--- src/verilog/health_pkg.sv ---
// Purpose: Shared constants and carriers for the sensor health status word
// Assumes: 100 MHz system clock
// Notes:   Bit positions follow the status word layouts of both variants
package health_pkg;

  // Clock and timing
  localparam int unsigned CLK_HZ          = 100_000_000;
  localparam int unsigned SETTLE_S        = 10;
  localparam int unsigned SETTLE_CYCLES   = SETTLE_S * CLK_HZ;
  localparam int unsigned DEV_PCT         = 10;
  localparam int unsigned PCT_FULL        = 100;
  localparam int unsigned BAD_INTERVALS   = 3;

  // Full variant layout
  localparam int unsigned FULL_W          = 32;
  localparam int unsigned FULL_SPEED_BIT  = 21;
  localparam int unsigned FULL_CO2A_BIT   = 12;
  localparam int unsigned FULL_PART_BIT   = 11;
  localparam int unsigned FULL_FORMALDEHYDE_FAULT_BIT   = 10;
  localparam int unsigned FULL_CO2B_BIT   = 9;
  localparam int unsigned FULL_GAS_BIT    = 7;
  localparam int unsigned FULL_HT_BIT     = 6;
  localparam int unsigned FULL_FAN_BIT    = 4;

  // Particulate-only variant layout
  localparam int unsigned SHORT_W         = 16;
  localparam int unsigned SHORT_FAN_BIT   = 4;
  localparam int unsigned SHORT_SPEED_BIT = 1;

  localparam logic [31:0] FULL_RESET      = 32'h0000_0000;
  localparam logic [15:0] SHORT_RESET     = 16'h0000;

  // Fault reports from the subsystems
  typedef struct packed {
    logic carbon_dioxide_fault_a;
    logic particle_fault;
    logic formaldehyde_fault;
    logic carbon_dioxide_fault_b;
    logic gas_fault;
    logic humidity_temp_fault;
    logic blower_fault;
  } fault_s;

  // Host-side status commands
  typedef struct packed {
    logic read_clear;
    logic device_reset;
  } status_cmd_s;

  typedef enum logic [1:0] {
    MODE_IDLE    = 2'b01,
    MODE_MEASURE = 2'b10
  } mode_e;

endpackage

--- src/verilog/settle_timer.sv ---
// Purpose: Holds off fan checking for the settling period after measurement start
// Assumes: run is high throughout measurement mode
// Notes:   Restarts each time run rises
`timescale 1ns/1ps
module settle_timer
  import health_pkg::*;
#(
  parameter int unsigned CYCLES = SETTLE_CYCLES
) (
  // Clock and reset
  input  wire logic clk,
  input  wire logic rst,
  // Control
  input  wire logic run,
  output logic      settled
);

  typedef struct packed {
    logic [31:0] count;
    logic        done;
  } state_s;

  state_s st;
  state_s next_st;

  always_comb begin
    next_st = st;
    if (!run) begin
      next_st.count = 32'h0;
      next_st.done  = 1'b0;
    end else if (!st.done) begin
      if (st.count >= CYCLES - 1) begin
        next_st.done = 1'b1;
      end else begin
        next_st.count = st.count + 32'h1;
      end
    end
  end

  always_ff @(posedge clk) begin
    if (rst) begin
      st <= '0;
    end else begin
      st <= next_st;
    end
  end

  assign settled = st.done;

endmodule

--- src/verilog/speed_monitor.sv ---
// Purpose: Judges fan speed against target once per measurement interval
// Assumes: interval_tick is a one-cycle pulse, speeds are sampled on it
// Notes:   Several bad intervals in a row raise the warning, one good one drops it
`timescale 1ns/1ps
module speed_monitor
  import health_pkg::*;
#(
  parameter int unsigned SPD_W   = 16,
  parameter int unsigned BAD_RUN = BAD_INTERVALS
) (
  // Clock and reset
  input  wire logic             clk,
  input  wire logic             rst,
  // Qualifiers
  input  wire logic             enable,
  input  wire logic             interval_tick,
  // Speeds
  input  wire logic [SPD_W-1:0] target_speed,
  input  wire logic [SPD_W-1:0] measured_speed,
  output logic                  warning
);

  typedef struct packed {
    logic [7:0] bad_count;
    logic       warn;
  } state_s;

  state_s st;
  state_s next_st;

  // Off by more than the allowed percentage, done in widened arithmetic
  function automatic logic off_target(input logic [SPD_W-1:0] tgt, input logic [SPD_W-1:0] meas);
    logic [SPD_W+7:0] diff;
    logic [SPD_W+7:0] lhs;
    logic [SPD_W+7:0] rhs;
    diff = (meas > tgt) ? {8'h0, meas - tgt} : {8'h0, tgt - meas};
    lhs  = diff * (SPD_W+8)'(PCT_FULL);
    rhs  = {8'h0, tgt} * (SPD_W+8)'(DEV_PCT);
    return lhs > rhs;
  endfunction

  always_comb begin
    next_st = st;
    if (!enable) begin
      next_st = '0;
    end else if (interval_tick) begin
      if (off_target(target_speed, measured_speed)) begin
        if (st.bad_count < 8'(BAD_RUN)) begin
          next_st.bad_count = st.bad_count + 8'h1;
        end
        if (st.bad_count + 8'h1 >= 8'(BAD_RUN)) begin
          next_st.warn = 1'b1;
        end
      end else begin
        next_st.bad_count = 8'h0;
        next_st.warn      = 1'b0;
      end
    end
  end

  always_ff @(posedge clk) begin
    if (rst) begin
      st <= '0;
    end else begin
      st <= next_st;
    end
  end

  assign warning = st.warn;

endmodule

--- src/verilog/sensor_health_status.sv ---
// Purpose: Sensor health status word with sticky faults and live fan-speed warning
// Assumes: Command strobes come from the serial command decoder on CLK
// Notes:   Both variant words are produced; the host reads the one for its part
//
// Overview of operation
// - Full word: bit 21 speed, seven error bits
// - Short word: bit 4 blower, bit 1 speed
// - Warn when fan off target over intervals
// - No speed check for 10 s settling
// - Warning clears when speed good or idle
// - Warning reads 1 bad, 0 acceptable
// - Bit 12 flags carbon dioxide sensor A
// - Error flags stick after fault and mode exit
// - Clear only by read-clear, device reset, power
// - Carbon dioxide flag set only while measuring
// - Reset enters idle, fan and laser off
// - Bit 11 sticky particle fault, measuring only
`timescale 1ns/1ps
module sensor_health_status
  import health_pkg::*;
#(
  parameter int unsigned SPD_W         = 16,
  parameter int unsigned SETTLE_CNT    = SETTLE_CYCLES,
  parameter int unsigned BAD_RUN       = BAD_INTERVALS
) (
  // Clock and reset
  input  wire logic               CLK,
  input  wire logic               SYS_RST,
  // Mode commands
  input  wire logic               START_MEASURE,
  input  wire logic               STOP_MEASURE,
  // Status commands
  input  wire status_cmd_s        STATUS_CMD,
  // Subsystem fault reports
  input  wire fault_s             FAULTS,
  // Fan speed
  input  wire logic               INTERVAL_TICK,
  input  wire logic [SPD_W-1:0]   TARGET_SPEED,
  input  wire logic [SPD_W-1:0]   MEASURED_SPEED,
  // Mode state
  output logic                    MEASURING,
  output logic                    FAN_ON,
  output logic                    LASER_ON,
  // Status words
  output logic [FULL_W-1:0]       STATUS_FULL,
  output logic [SHORT_W-1:0]      STATUS_SHORT,
  // Snapshot returned by read-clear
  output logic [FULL_W-1:0]       READ_FULL,
  output logic [SHORT_W-1:0]      READ_SHORT,
  output logic                    READ_VALID
);

  ////////////////////////////////////////////////////////////////////////////
  // State

  typedef struct packed {
    mode_e               mode;
    fault_s              sticky;
    logic [FULL_W-1:0]   read_full;
    logic [SHORT_W-1:0]  read_short;
    logic                read_valid;
  } state_s;

  state_s st;
  state_s next_st;

  logic settled;
  logic speed_warn;
  logic measuring;

  assign measuring = (st.mode == MODE_MEASURE);

  ////////////////////////////////////////////////////////////////////////////
  // Fan speed checking

  settle_timer #(
    .CYCLES (SETTLE_CNT)
  ) u_settle (
    .clk     (CLK),
    .rst     (SYS_RST),
    .run     (measuring),
    .settled (settled)
  );

  speed_monitor #(
    .SPD_W   (SPD_W),
    .BAD_RUN (BAD_RUN)
  ) u_speed (
    .clk            (CLK),
    .rst            (SYS_RST),
    .enable         (measuring && settled),
    .interval_tick  (INTERVAL_TICK),
    .target_speed   (TARGET_SPEED),
    .measured_speed (MEASURED_SPEED),
    .warning        (speed_warn)
  );

  ////////////////////////////////////////////////////////////////////////////
  // Word packing; unlisted positions stay zero

  function automatic logic [FULL_W-1:0] pack_full(input fault_s f, input logic warn);
    logic [FULL_W-1:0] w;
    w                 = FULL_RESET;
    w[FULL_SPEED_BIT] = warn;
    w[FULL_CO2A_BIT]  = f.carbon_dioxide_fault_a;
    w[FULL_PART_BIT]  = f.particle_fault;
    w[FULL_FORMALDEHYDE_FAULT_BIT]  = f.formaldehyde_fault;
    w[FULL_CO2B_BIT]  = f.carbon_dioxide_fault_b;
    w[FULL_GAS_BIT]   = f.gas_fault;
    w[FULL_HT_BIT]    = f.humidity_temp_fault;
    w[FULL_FAN_BIT]   = f.blower_fault;
    return w;
  endfunction

  function automatic logic [SHORT_W-1:0] pack_short(input fault_s f, input logic warn);
    logic [SHORT_W-1:0] w;
    w                  = SHORT_RESET;
    w[SHORT_FAN_BIT]   = f.blower_fault;
    w[SHORT_SPEED_BIT] = warn;
    return w;
  endfunction

  ////////////////////////////////////////////////////////////////////////////
  // Next state

  always_comb begin
    next_st            = st;
    next_st.read_valid = 1'b0;

    // Mode control; device reset and stop both return to idle
    if (STATUS_CMD.device_reset || STOP_MEASURE) begin
      next_st.mode = MODE_IDLE;
    end else if (START_MEASURE) begin
      next_st.mode = MODE_MEASURE;
    end

    // Read-clear returns the word as it stood, then clears the sticky fault flags; the speed warning stays live
    if (STATUS_CMD.read_clear) begin
      next_st.read_full  = pack_full(st.sticky, speed_warn);
      next_st.read_short = pack_short(st.sticky, speed_warn);
      next_st.read_valid = 1'b1;
    end
    if (STATUS_CMD.read_clear || STATUS_CMD.device_reset) begin
      next_st.sticky = '0;
    end

    // Faults only latch while measuring; an arrival on the clear cycle wins
    if (measuring) begin
      next_st.sticky = next_st.sticky | FAULTS;
    end
  end

  ////////////////////////////////////////////////////////////////////////////
  // Registers

  always_ff @(posedge CLK) begin
    if (SYS_RST) begin
      st            <= '0;
      st.mode       <= MODE_IDLE;
      st.read_full  <= FULL_RESET;
      st.read_short <= SHORT_RESET;
    end else begin
      st <= next_st;
    end
  end

  ////////////////////////////////////////////////////////////////////////////
  // Outputs

  assign MEASURING    = measuring;
  assign FAN_ON       = measuring;
  assign LASER_ON     = measuring;
  assign STATUS_FULL  = pack_full(st.sticky, speed_warn);
  assign STATUS_SHORT = pack_short(st.sticky, speed_warn);
  assign READ_FULL    = st.read_full;
  assign READ_SHORT   = st.read_short;
  assign READ_VALID   = st.read_valid;

endmodule

--- config.mk ---
export PLATFORM = sky130hd
export DESIGN_NAME = sensor_health_status
export DESIGN_NICKNAME = d
export VERILOG_FILES = /design/src/verilog/health_pkg.sv /design/src/verilog/settle_timer.sv /design/src/verilog/speed_monitor.sv /design/src/verilog/sensor_health_status.sv
export SDC_FILE = /design/constraint.sdc
export NUM_CORES = 1
export LEC_CHECK = 0
export ABC_AREA = 0
export CORE_MARGIN = 3
export CORE_UTILIZATION = 25
export DETAILED_ROUTE_END_ITERATION = 16
export DONT_BUFFER_PORTS = 1
export SYNTH_ARGS = -nofsm -noshare
export SYNTH_HDL_FRONTEND = slang
export SYNTH_SLANG_ARGS = --single-unit
--- constraint.sdc ---
create_clock -name CLK -period 6.97 [get_ports CLK]
set_input_delay 0.697 -clock CLK [delete_from_list [all_inputs] [get_ports CLK]]
set_output_delay 0.697 -clock CLK [all_outputs]
set_load 0.02 [all_outputs]
# --- Word-level counts from Yosys, hierarchy flattened ---
# Cells that the tools add are included.
totals:
  out_inout_bits: 100
  elab_cells: 52
  register_bits: 62
  inputBits: 46
op_classes:
  n_addsub: 4
  mux: 9
  bitwise_logic: 5
  order_cmp: 5
  multipliers: 2
  n_reduce_logical: 9
  n_eq_ne: 3
ops:
  columns: ["operator", "n"]
  rows:
  - ["$add A32 B1 Y32 const B", 1]
  - ["$ge A32 B30 Y1 const B", 1]
  - ["$sub A16 B16 Y16", 2]
  - ["$gt A24 B20 Y1", 1]
  - ["$mul A24 B5 Y22 const B", 1]
  - ["$mul A16 B3 Y19 const B", 1]
  - ["$gt A16 B16 Y1", 1]
  - ["$mux W16", 1]
  - ["$mux W7", 2]
  - ["$mux W9", 1]
  - ["$add A8 B1 Y8 const B", 1]
  - ["$ge A8 B2 Y1 const B", 1]
  - ["$lt A8 B2 Y1 const B", 1]
  - ["$mux W8", 1]
  - ["$or A7 B7 Y7", 1]
  - ["$reduce_and A2 Y1", 3]
  - ["$reduce_or A2 Y1", 3]
  - ["$mux W1", 4]
  - ["$ne A2 B2 Y1 const B", 2]
  - ["$not A1 Y1", 4]
  - ["$eq A2 B2 Y1 const B", 1]
  - ["$logic_or A1 B1 Y1", 2]
  - ["$logic_and A1 B1 Y1", 1]

# --- Logic depth before layout (Yosys ltp) ---
# Gate-level depths: netlist (run 1).
logic_depth:
  ltp_word: 6
  depth_mapped: 36

# --- Hierarchy ---
# A second synthesis (run 1) with hierarchy kept.
unflattened:
  hier_cells: 961
  hier_area_um2: 7888.8
by_module_without_submodules:
  columns: ["module", "cells_each", "area_each_um2", "n_inst", "seq_area_each_um2"]
  rows:
  - ["speed_monitor", 611, 4857.2, 1, 180.2]
  - ["settle_timer", 199, 1667.8, 1, 660.6]
  - ["sensor_health_status", 151, 1363.8, 1, 360.3]

# --- Worst setup path before layout (run 1) ---
# OpenSTA, ideal clock, no wires.
synth_timing:
  path_type: "input to register"
  start: "in TARGET_SPEED[8]"
  end: "reg u_speed.st[2] (netlist bit)"
  setup_ns: 0.123
  setup_slack_ns: -0.398
  path_stages: 32
  arrival_ns: 7.246
  required_ns: 6.847
  path_cell_list: "inv_1 -> ha_1 -> buf_2 -> nand4_1 -> nor3_1 -> nand3_2 -> a22oi_4 -> buf_2 -> buf_4 -> mux2i_1 -> xnor2_1 -> ha_1 -> ha_1 -> inv_1 -> fa_1 -> inv_1 -> ha_1 -> a211oi_1 -> o21bai_1 -> a31oi_1 -> o2111a_1 -> nor2_1 -> xor2_1 -> ha_1 -> and3_1 -> a221o_1 -> a221oi_1 -> o21ai_0 -> a221oi_1 -> a41o_4 -> or2_4 -> o32ai_2"
synth_between:
  elab_chain_len: 6
synth_rtl:
  columns: ["item", "line", "rtl"]
  rows:
  - ["from (decl)", "sensor_health_status.sv:38", "input wire logic [SPD_W-1:0] TARGET_SPEED,"]
  - ["$sub A16 B16 Y16 or $gt A16 B16 Y1 (tied branches)", "speed_monitor.sv:36", "diff = (meas > tgt) ? {8'h0, meas - tgt} : {8'h0, tgt - meas};"]
  - ["$mux W16", "speed_monitor.sv:36", null]
  - ["$mul A24 B5 Y22", "speed_monitor.sv:37", "lhs = diff * (SPD_W+8)'(PCT_FULL);"]
  - ["$gt A24 B20 Y1 *", "speed_monitor.sv:39", "return lhs > rhs;"]
  - ["$ne A2 B2 Y1 (no line)", null, null]
  - ["$reduce_and A2 Y1 (no line)", null, null]
  - ["to (signal assigned)", "speed_monitor.sv:65", "st <= next_st;"]
  - ["to (decl)", "speed_monitor.sv:28", "state_s st;"]
# Mark *: on every way between the ends. The rest lies on a longest branch, timed or not.
# A chain may end at the register's enable or synchronous reset.

# --- Worst setup path in the final report (run 1) ---
layout_timing:
  start: "in MEASURED_SPEED[0]"
  end: "reg u_speed.st[1] (netlist bit)"
layout_between:
  elab_chain_len: 6
layout_rtl:
  columns: ["item", "line", "rtl"]
  rows:
  - ["from (decl)", "sensor_health_status.sv:39", "input wire logic [SPD_W-1:0] MEASURED_SPEED,"]
  - ["$sub A16 B16 Y16 or $gt A16 B16 Y1 (tied branches)", "speed_monitor.sv:36", null]
  - ["$mux W16 *", "speed_monitor.sv:36", null]
  - ["$mul A24 B5 Y22 *", "speed_monitor.sv:37", null]
  - ["$gt A24 B20 Y1 *", "speed_monitor.sv:39", null]
  - ["$ne A2 B2 Y1 (no line)", null, null]
  - ["$reduce_and A2 Y1 (no line)", null, null]
# Marks and branches as above.

==> impl_metrics.toml, run 1 <==
[die]
start_util_pct = 25.5
die_x_um = 180
io_pins = 146
die-height_um = 180
die-area_um2 = 32500
row_count = 63
coreArea_um2 = 29800

[global_routing]
grt_max_degree = 31
grt_pass1_vias = 5904
antenna_found_initial = 0
grt.overflow.total = 0
grt_pass1_wl_um = 27700
grt.total_usage_pct = 9.97

[setup_path]
cp_max_fo = 8
reg2reg_slack_ps = 4130
worstReg2RegEnd = "u_settle.st[16]"
worst-r2r-cell-count = 10
start_kind = "primary input"
criticalPathCategory = "primary input to flop"
cp_data_arrival_time_ps = 7180
cp_data_required_time_ps = 7220
endpoint = "u_speed.st[1]"
slowest_delay_ps = 510
rr_startpoint = "u_settle.st[1]"
crit_path_frequent_cell = "ha_4"
endpoint_kind = "flop"
crit_path_top_delay_cell = "fa_1"
critPathLaunch = "MEASURED_SPEED[0]"

[placed_design]
placed_cell_area_um2 = 8300
port_buffers = 0
post-dp-hpwl_um = 14000
dp.cells = 1356
routabilityCongestion = 0.842

[pwr]
power.share.switching_pct = 44.2
p_int_mw = 2.43
ir_drop_mv = 0.327
p_per_area_nw_per_um2 = 485
power_switching_mw = 1.93
power.share.sequential_pct = 7.9
cellLeakagePower_nw = 4.28
clkPwrFrac_pct = 10.8
combPwrFrac_pct = 81.2

[final_layout]
synthToLayoutAreaGrowth_pct = 18.3
nFillCells = 3153
n_antenna_cell = 0
final_cells = 1383
layout-drive-gt1-share_pct = 19.9
fin_nets = 1181
design_area_um2 = 8990
post-route-util_pct = 30.2

[yosys]
synthArstFlopShare_pct = 0
synthTopCellsByArea = "ha_1 (22%), dfxtp_1 (16%), buf_4 (9.9%)"
synth_area_per_cell_um2 = 8.20
synth_cells = 927
synth_top_area_share_pct = 21.9
synthFlopType = "dfxtp_1"
synth_commonest_cells = "ha_1 (133), inv_1 (106), buf_4 (100), nor2_1 (69), dfxtp_1 (60)"
synth-xor-area-share_pct = 8.18
synth_edf_count = 0
synth_most_common_cell = "ha_1"
yosys.area_share.adder_pct = 25.6
synth_simple_gate_area_share_pct = 15.1
yosysUniqueCellTypes = 71
synth_seq_area_share_pct = 15.8
synth_top_family_by_area = "adder cells"
yosys_register_bits = 60
syn_area_um2 = 7600
yosys.area.top_type = "ha_1"
synth_compound_area_share_pct = 16.5
synthMuxAreaShare_pct = 2.52
yosys_warnings = 0

[route]
avgViaCountPerCell = 4.39
drtAntennaViolNets = 0
vias = 6065
dr.first_iter.drc_count = 186
drc = 0
drt_first_pass_iters = 4
totalWireLength_um = 16800
wl_per_cell_um = 12.1

[timing]
min_period_ps = 6920
fin_crit_sh_pct = 99.3
rsz0062_at_grt = "yes"
finalSetupViolCount = 0
drv_slew = 0
relSlewSlack_pct = 25.9
fmax_ghz = 0.144
hold_viol_final = 0
whs_ps = 436
fin_skew_ps = 7.02
max_slew.worst_pin.slew_ps = 1110

[clocking]
h-tree-depth = 3
clock_latency_ps = 320
cts.clk_slew.worst_paths_ps = 60
cts_tree = "yes"
ctsHoldBuffers = 0
clockRootBuffer = "clkbuf_16"
cts.sinks = 60
clock_path_buffers = 2
cts_buffers = 9

[hold_path]
min_path_type = "primary input to flop"
holdPathStages = 1

[flow_run]
cap_violations = 0

[status]
status = "complete, no violations"
-- sequential cells by signal (all words and copies together), names as in the netlist --
name              cells
STATUS_FULL           7
READ_SHORT            1
u_settle.st          32
u_settle.settled      1
st                    2
READ_VALID            1
u_speed.warning       1
u_speed.st            8
READ_FULL             7
-- power groups by stage --
stage	Sequential (mW)	Clock [mW]	Combinational, mW
after global routing	0.345	0.504	3.99
after floorplan	0.352	0	2.24
final	0.345	0.473	3.54
after detailed placement	0.352	0	3.09
after global placement	0.352	0	3.05
after CTS	0.345	0.485	3.13
-- worst max-delay path: cells and delay by family --
family | cells | cell delay (ps)
buffers and inverters | 5 | 290
AND/OR/NAND/NOR | 8 | 1470
adder cells (fa/ha/maj) | 7 | 2080
multiplexers | 1 | 260
XOR/XNOR | 2 | 280
AO/OA/AOI/OAI | 10 | 2070
-- cell families (layout without fill, tap and decap cells) --
kind of cell,Yosys count,after routing
muxes,18,18
AOI/OAI and AO/OA,175,175
adders and majority gates,147,147
and+or+nand+nor,230,230
xor gates and xnor gates,71,71
other,1,76
buffers and inverters,225,216
DFF,60,60
-- area by class of cell --
class	instances	area, um2	share of cell area [%]
sequential	60	1200	13.4
clock inverter	7	98.8	1.10
tap	390	488	5.42
timing repair buffer	94	736	8.18
clock buffer	9	225	2.50
inverter	106	413	4.59
multi-input combinational	717	5830	64.8
-- layout by cell type, fill, tap and decap left out, drive strengths merged, types with 9 or more instances in the layout --
master / n
nand2: 48
nor2: 69
dfxtp: 60
nor3: 19
ha: 133
buf: 93
inv: 106
o21bai: 9
fa: 14
nand3: 25
conb: 76
clkbuf: 10
a21oi: 44
o21ai: 29
xnor2: 35
a21o: 29
nand4: 14
mux2i: 15
xor2: 36
-- routing by layer --
| layer | vias to the layer above | global-route usage [%] | routed length, um |
|---|---|---|---|
| met1 | 2780 | 12.9 | 7860 |
| li1 | 3121 | - | - |
| met4 | 0 | 3.16 | 346 |
| met5 | - | 0 | 0 |
| met2 | 149 | 17.3 | 7860 |
| met3 | 15 | 1.21 | 706 |
-- metrics by stage --
| stage | total power, mW | TNS [ps] | worst slack, ps |
|---|---|---|---|
| 2_1_floorplan | 2.59 | 0 | 6.16 |
| 3_3_place_gp | 3.40 | -1610 | -231 |
| 3_5_place_dp | 3.44 | -2820 | -353 |
| 4_1_cts | 3.96 | 0 | 9.57 |
| 5_1_grt | 4.84 | -1970 | -263 |
| 6_report | 4.36 | 0 | 47.1 |
-- worst min-delay path by stage --
stage                                from              end  slack [ps]
final                             SYS_RST     READ_FULL[4]         440
after detailed placement  u_settle.st[32]  u_settle.st[32]         440
after floorplan           u_settle.st[32]  u_settle.st[32]         420
after global routing              SYS_RST     READ_FULL[4]         420
after global placement    u_settle.st[32]  u_settle.st[32]         440
after CTS                         SYS_RST     READ_FULL[7]         420
-- repair_timing --
action	CTS	global route
resized for setup	0	54
gates cloned	0	1
setup buffers	3	7
endpoints found under the hold margin	0	0
endpoints found under the setup margin	2	9
pin swaps	5	54
(Power assumes the default switching activity.)
==> run 2, diff against run 1 <==
--- a/config.mk
+++ b/config.mk
@@ -10,6 +10,7 @@
 export CORE_UTILIZATION = 25
 export DETAILED_ROUTE_END_ITERATION = 16
 export DONT_BUFFER_PORTS = 1
+export REMOVE_ABC_BUFFERS = 1
 export SYNTH_ARGS = -nofsm -noshare
 export SYNTH_HDL_FRONTEND = slang
 export SYNTH_SLANG_ARGS = --single-unit
==> run 2 against run 1 <==
  * Non-clock buffer count rose by 38
  * Combinational power up 14%
  * Power grew 11%
  * Worst setup slack improved by 89 ps
  * Wire length increased by 8.6%
  * Worst hold slack better by 4.5 ps
  * Maximum frequency is 1.3% higher
  * Clock power fell by 6.8%
  * Clock-buffer cell count up 3
  * Sequential cell count unchanged
  * Largest cell class unchanged
==> impl_metrics.toml, run 2 (synthesized netlist as in run 1, its figures left out) <==
[status]
status = "complete, no violations"

[hold_path]
holdPathStages = 1
min_from = "SYS_RST"
min_path_type = "primary input to flop"
hold_path_end = "READ_FULL[6]"

[placed_design]
port_buffers = 0
post-dp-hpwl_um = 14300
pre_cts_ws_ps = -703
dp.cells = 1385
placed_cell_area_um2 = 8400
routabilityCongestion = 0.855

[die]
die_x_um = 180
die-area_um2 = 32500
start_util_pct = 25.5
row_count = 63
die-height_um = 180
io_pins = 146
coreArea_um2 = 29800

[setup_path]
criticalPathCategory = "primary input to flop"
slowest_delay_ps = 500
endpoint_kind = "flop"
cp_max_fo = 8
worstReg2RegEnd = "u_settle.st[16]"
cp_data_required_time_ps = 7180
start_kind = "primary input"
rr_startpoint = "u_settle.st[1]"
crit_path_top_delay_cell = "fa_1"
path_delay_family = "compound AO/OA/AOI/OAI gates"
worst-r2r-cell-count = 10
cp_data_arrival_time_ps = 7040
crit_buf_inv = 8
reg2reg_slack_ps = 4090

[final_layout]
n_antenna_cell = 0
largest_register_ffs = 32
layout-drive-gt1-share_pct = 25.0
design_area_um2 = 9520
final_cell_mix = "buf_4 (127), ha_1 (111), inv_1 (94)"
final_cells = 1421
post-route-util_pct = 31.9
synthToLayoutAreaGrowth_pct = 25.2
final_common_cell = "buf_4"
fin_nets = 1219
largest-register = "u_settle.st"
reg.largest.list = "u_settle.st x32, u_speed.st x8"

[global_routing]
grt_pass1_wl_um = 28700
grt.overflow.total = 0
antenna_found_initial = 0
grt.total_usage_pct = 10.4
grt_max_degree = 31
grt_pass1_vias = 6042

[clocking]
clockRootBuffer = "clkbuf_16"
cts.sinks = 60
cts_tree = "yes"
ctsHoldBuffers = 0
h-tree-depth = 3
cts_buffers = 9
clock_path_buffers = 2
clock_latency_ps = 320
cts.clk_slew.worst_paths_ps = 50

[timing]
fin_skew_ps = 9.35
fmax_ghz = 0.146
rsz0062_at_grt = "yes"
min_period_ps = 6830
max_slew.worst_pin.slew_ps = 1120
finalSetupViolCount = 0
fin_ws_ps = 136
fin_crit_sh_pct = 98.1
whs_ps = 441
setup-tns-final_ps = 0
relSlewSlack_pct = 25.5
drv_slew = 0
hold_viol_final = 0

[pwr]
ir_drop_mv = 0.316
p_per_area_nw_per_um2 = 506
cellLeakagePower_nw = 4.53
power.total_mw = 4.82

[route]
vias = 6218
drtAntennaViolNets = 0
drt_first_pass_iters = 4
wl_per_cell_um = 12.8
avgViaCountPerCell = 4.38
totalWireLength_um = 18200
dr.first_iter.drc_count = 270
drc = 0

[flow_run]
cap_violations = 0
## run 2: cell types whose count changed in the layout (fill, tap and decap cells not counted), moves of 3 or more
cell     before  now
inv_1        98   94
inv_2         6   10
buf_4        92  127
ha_4         13   20
ha_1        118  111
xnor2_1      33   30
## run 2: layout make-up
class                           instances  area, um2
Tap cell                              390        488
Clock buffer                           12        256
Inverter                              106        413
Fill cell                            3101      20300
Clock inverter                          4       47.5
Timing Repair Buffer                  132       1040
Sequential cell                        60       1200
Multi-Input combinational cell        717       6070
## run 2: layer usage
metal  global-route usage (%)  wire length, um
met3                     1.74              709
met5                        0                0
met2                     18.1             8970
met4                     2.92              420
met1                     13.3             8120
## run 2: worst max-delay path by stage
stage                       from  slack, ps             to  cells past startpoint
2_1_floorplan   TARGET_SPEED[11]       -360  u_speed.st[2]                     30
6_report       MEASURED_SPEED[0]        140  u_speed.st[2]                     34
4_1_cts        MEASURED_SPEED[0]          5  u_speed.st[2]                     34
3_5_place_dp     TARGET_SPEED[0]       -700  u_speed.st[2]                     32
3_3_place_gp    TARGET_SPEED[15]       -560  u_speed.st[2]                     33
5_1_grt        MEASURED_SPEED[0]        -90  u_speed.st[2]                     34
## run 2: where the power goes
| group | internal, mW | switching [mW] | leakage [nW] |
|---|---|---|---|
| Sequential | 0.344 | 0.000844 | 0.483 |
| Clock | 0.294 | 0.147 | 0.149 |
| Combinational | 2.09 | 1.94 | 3.89 |
| Total | 2.73 | 2.09 | 4.53 |
## run 2: repair_timing
item                                    CTS  global route
resized for setup                        19            98
pin swaps                                15            66
setup buffers                             4            19
endpoints found under the setup margin    9             9
cloned                                    0             1
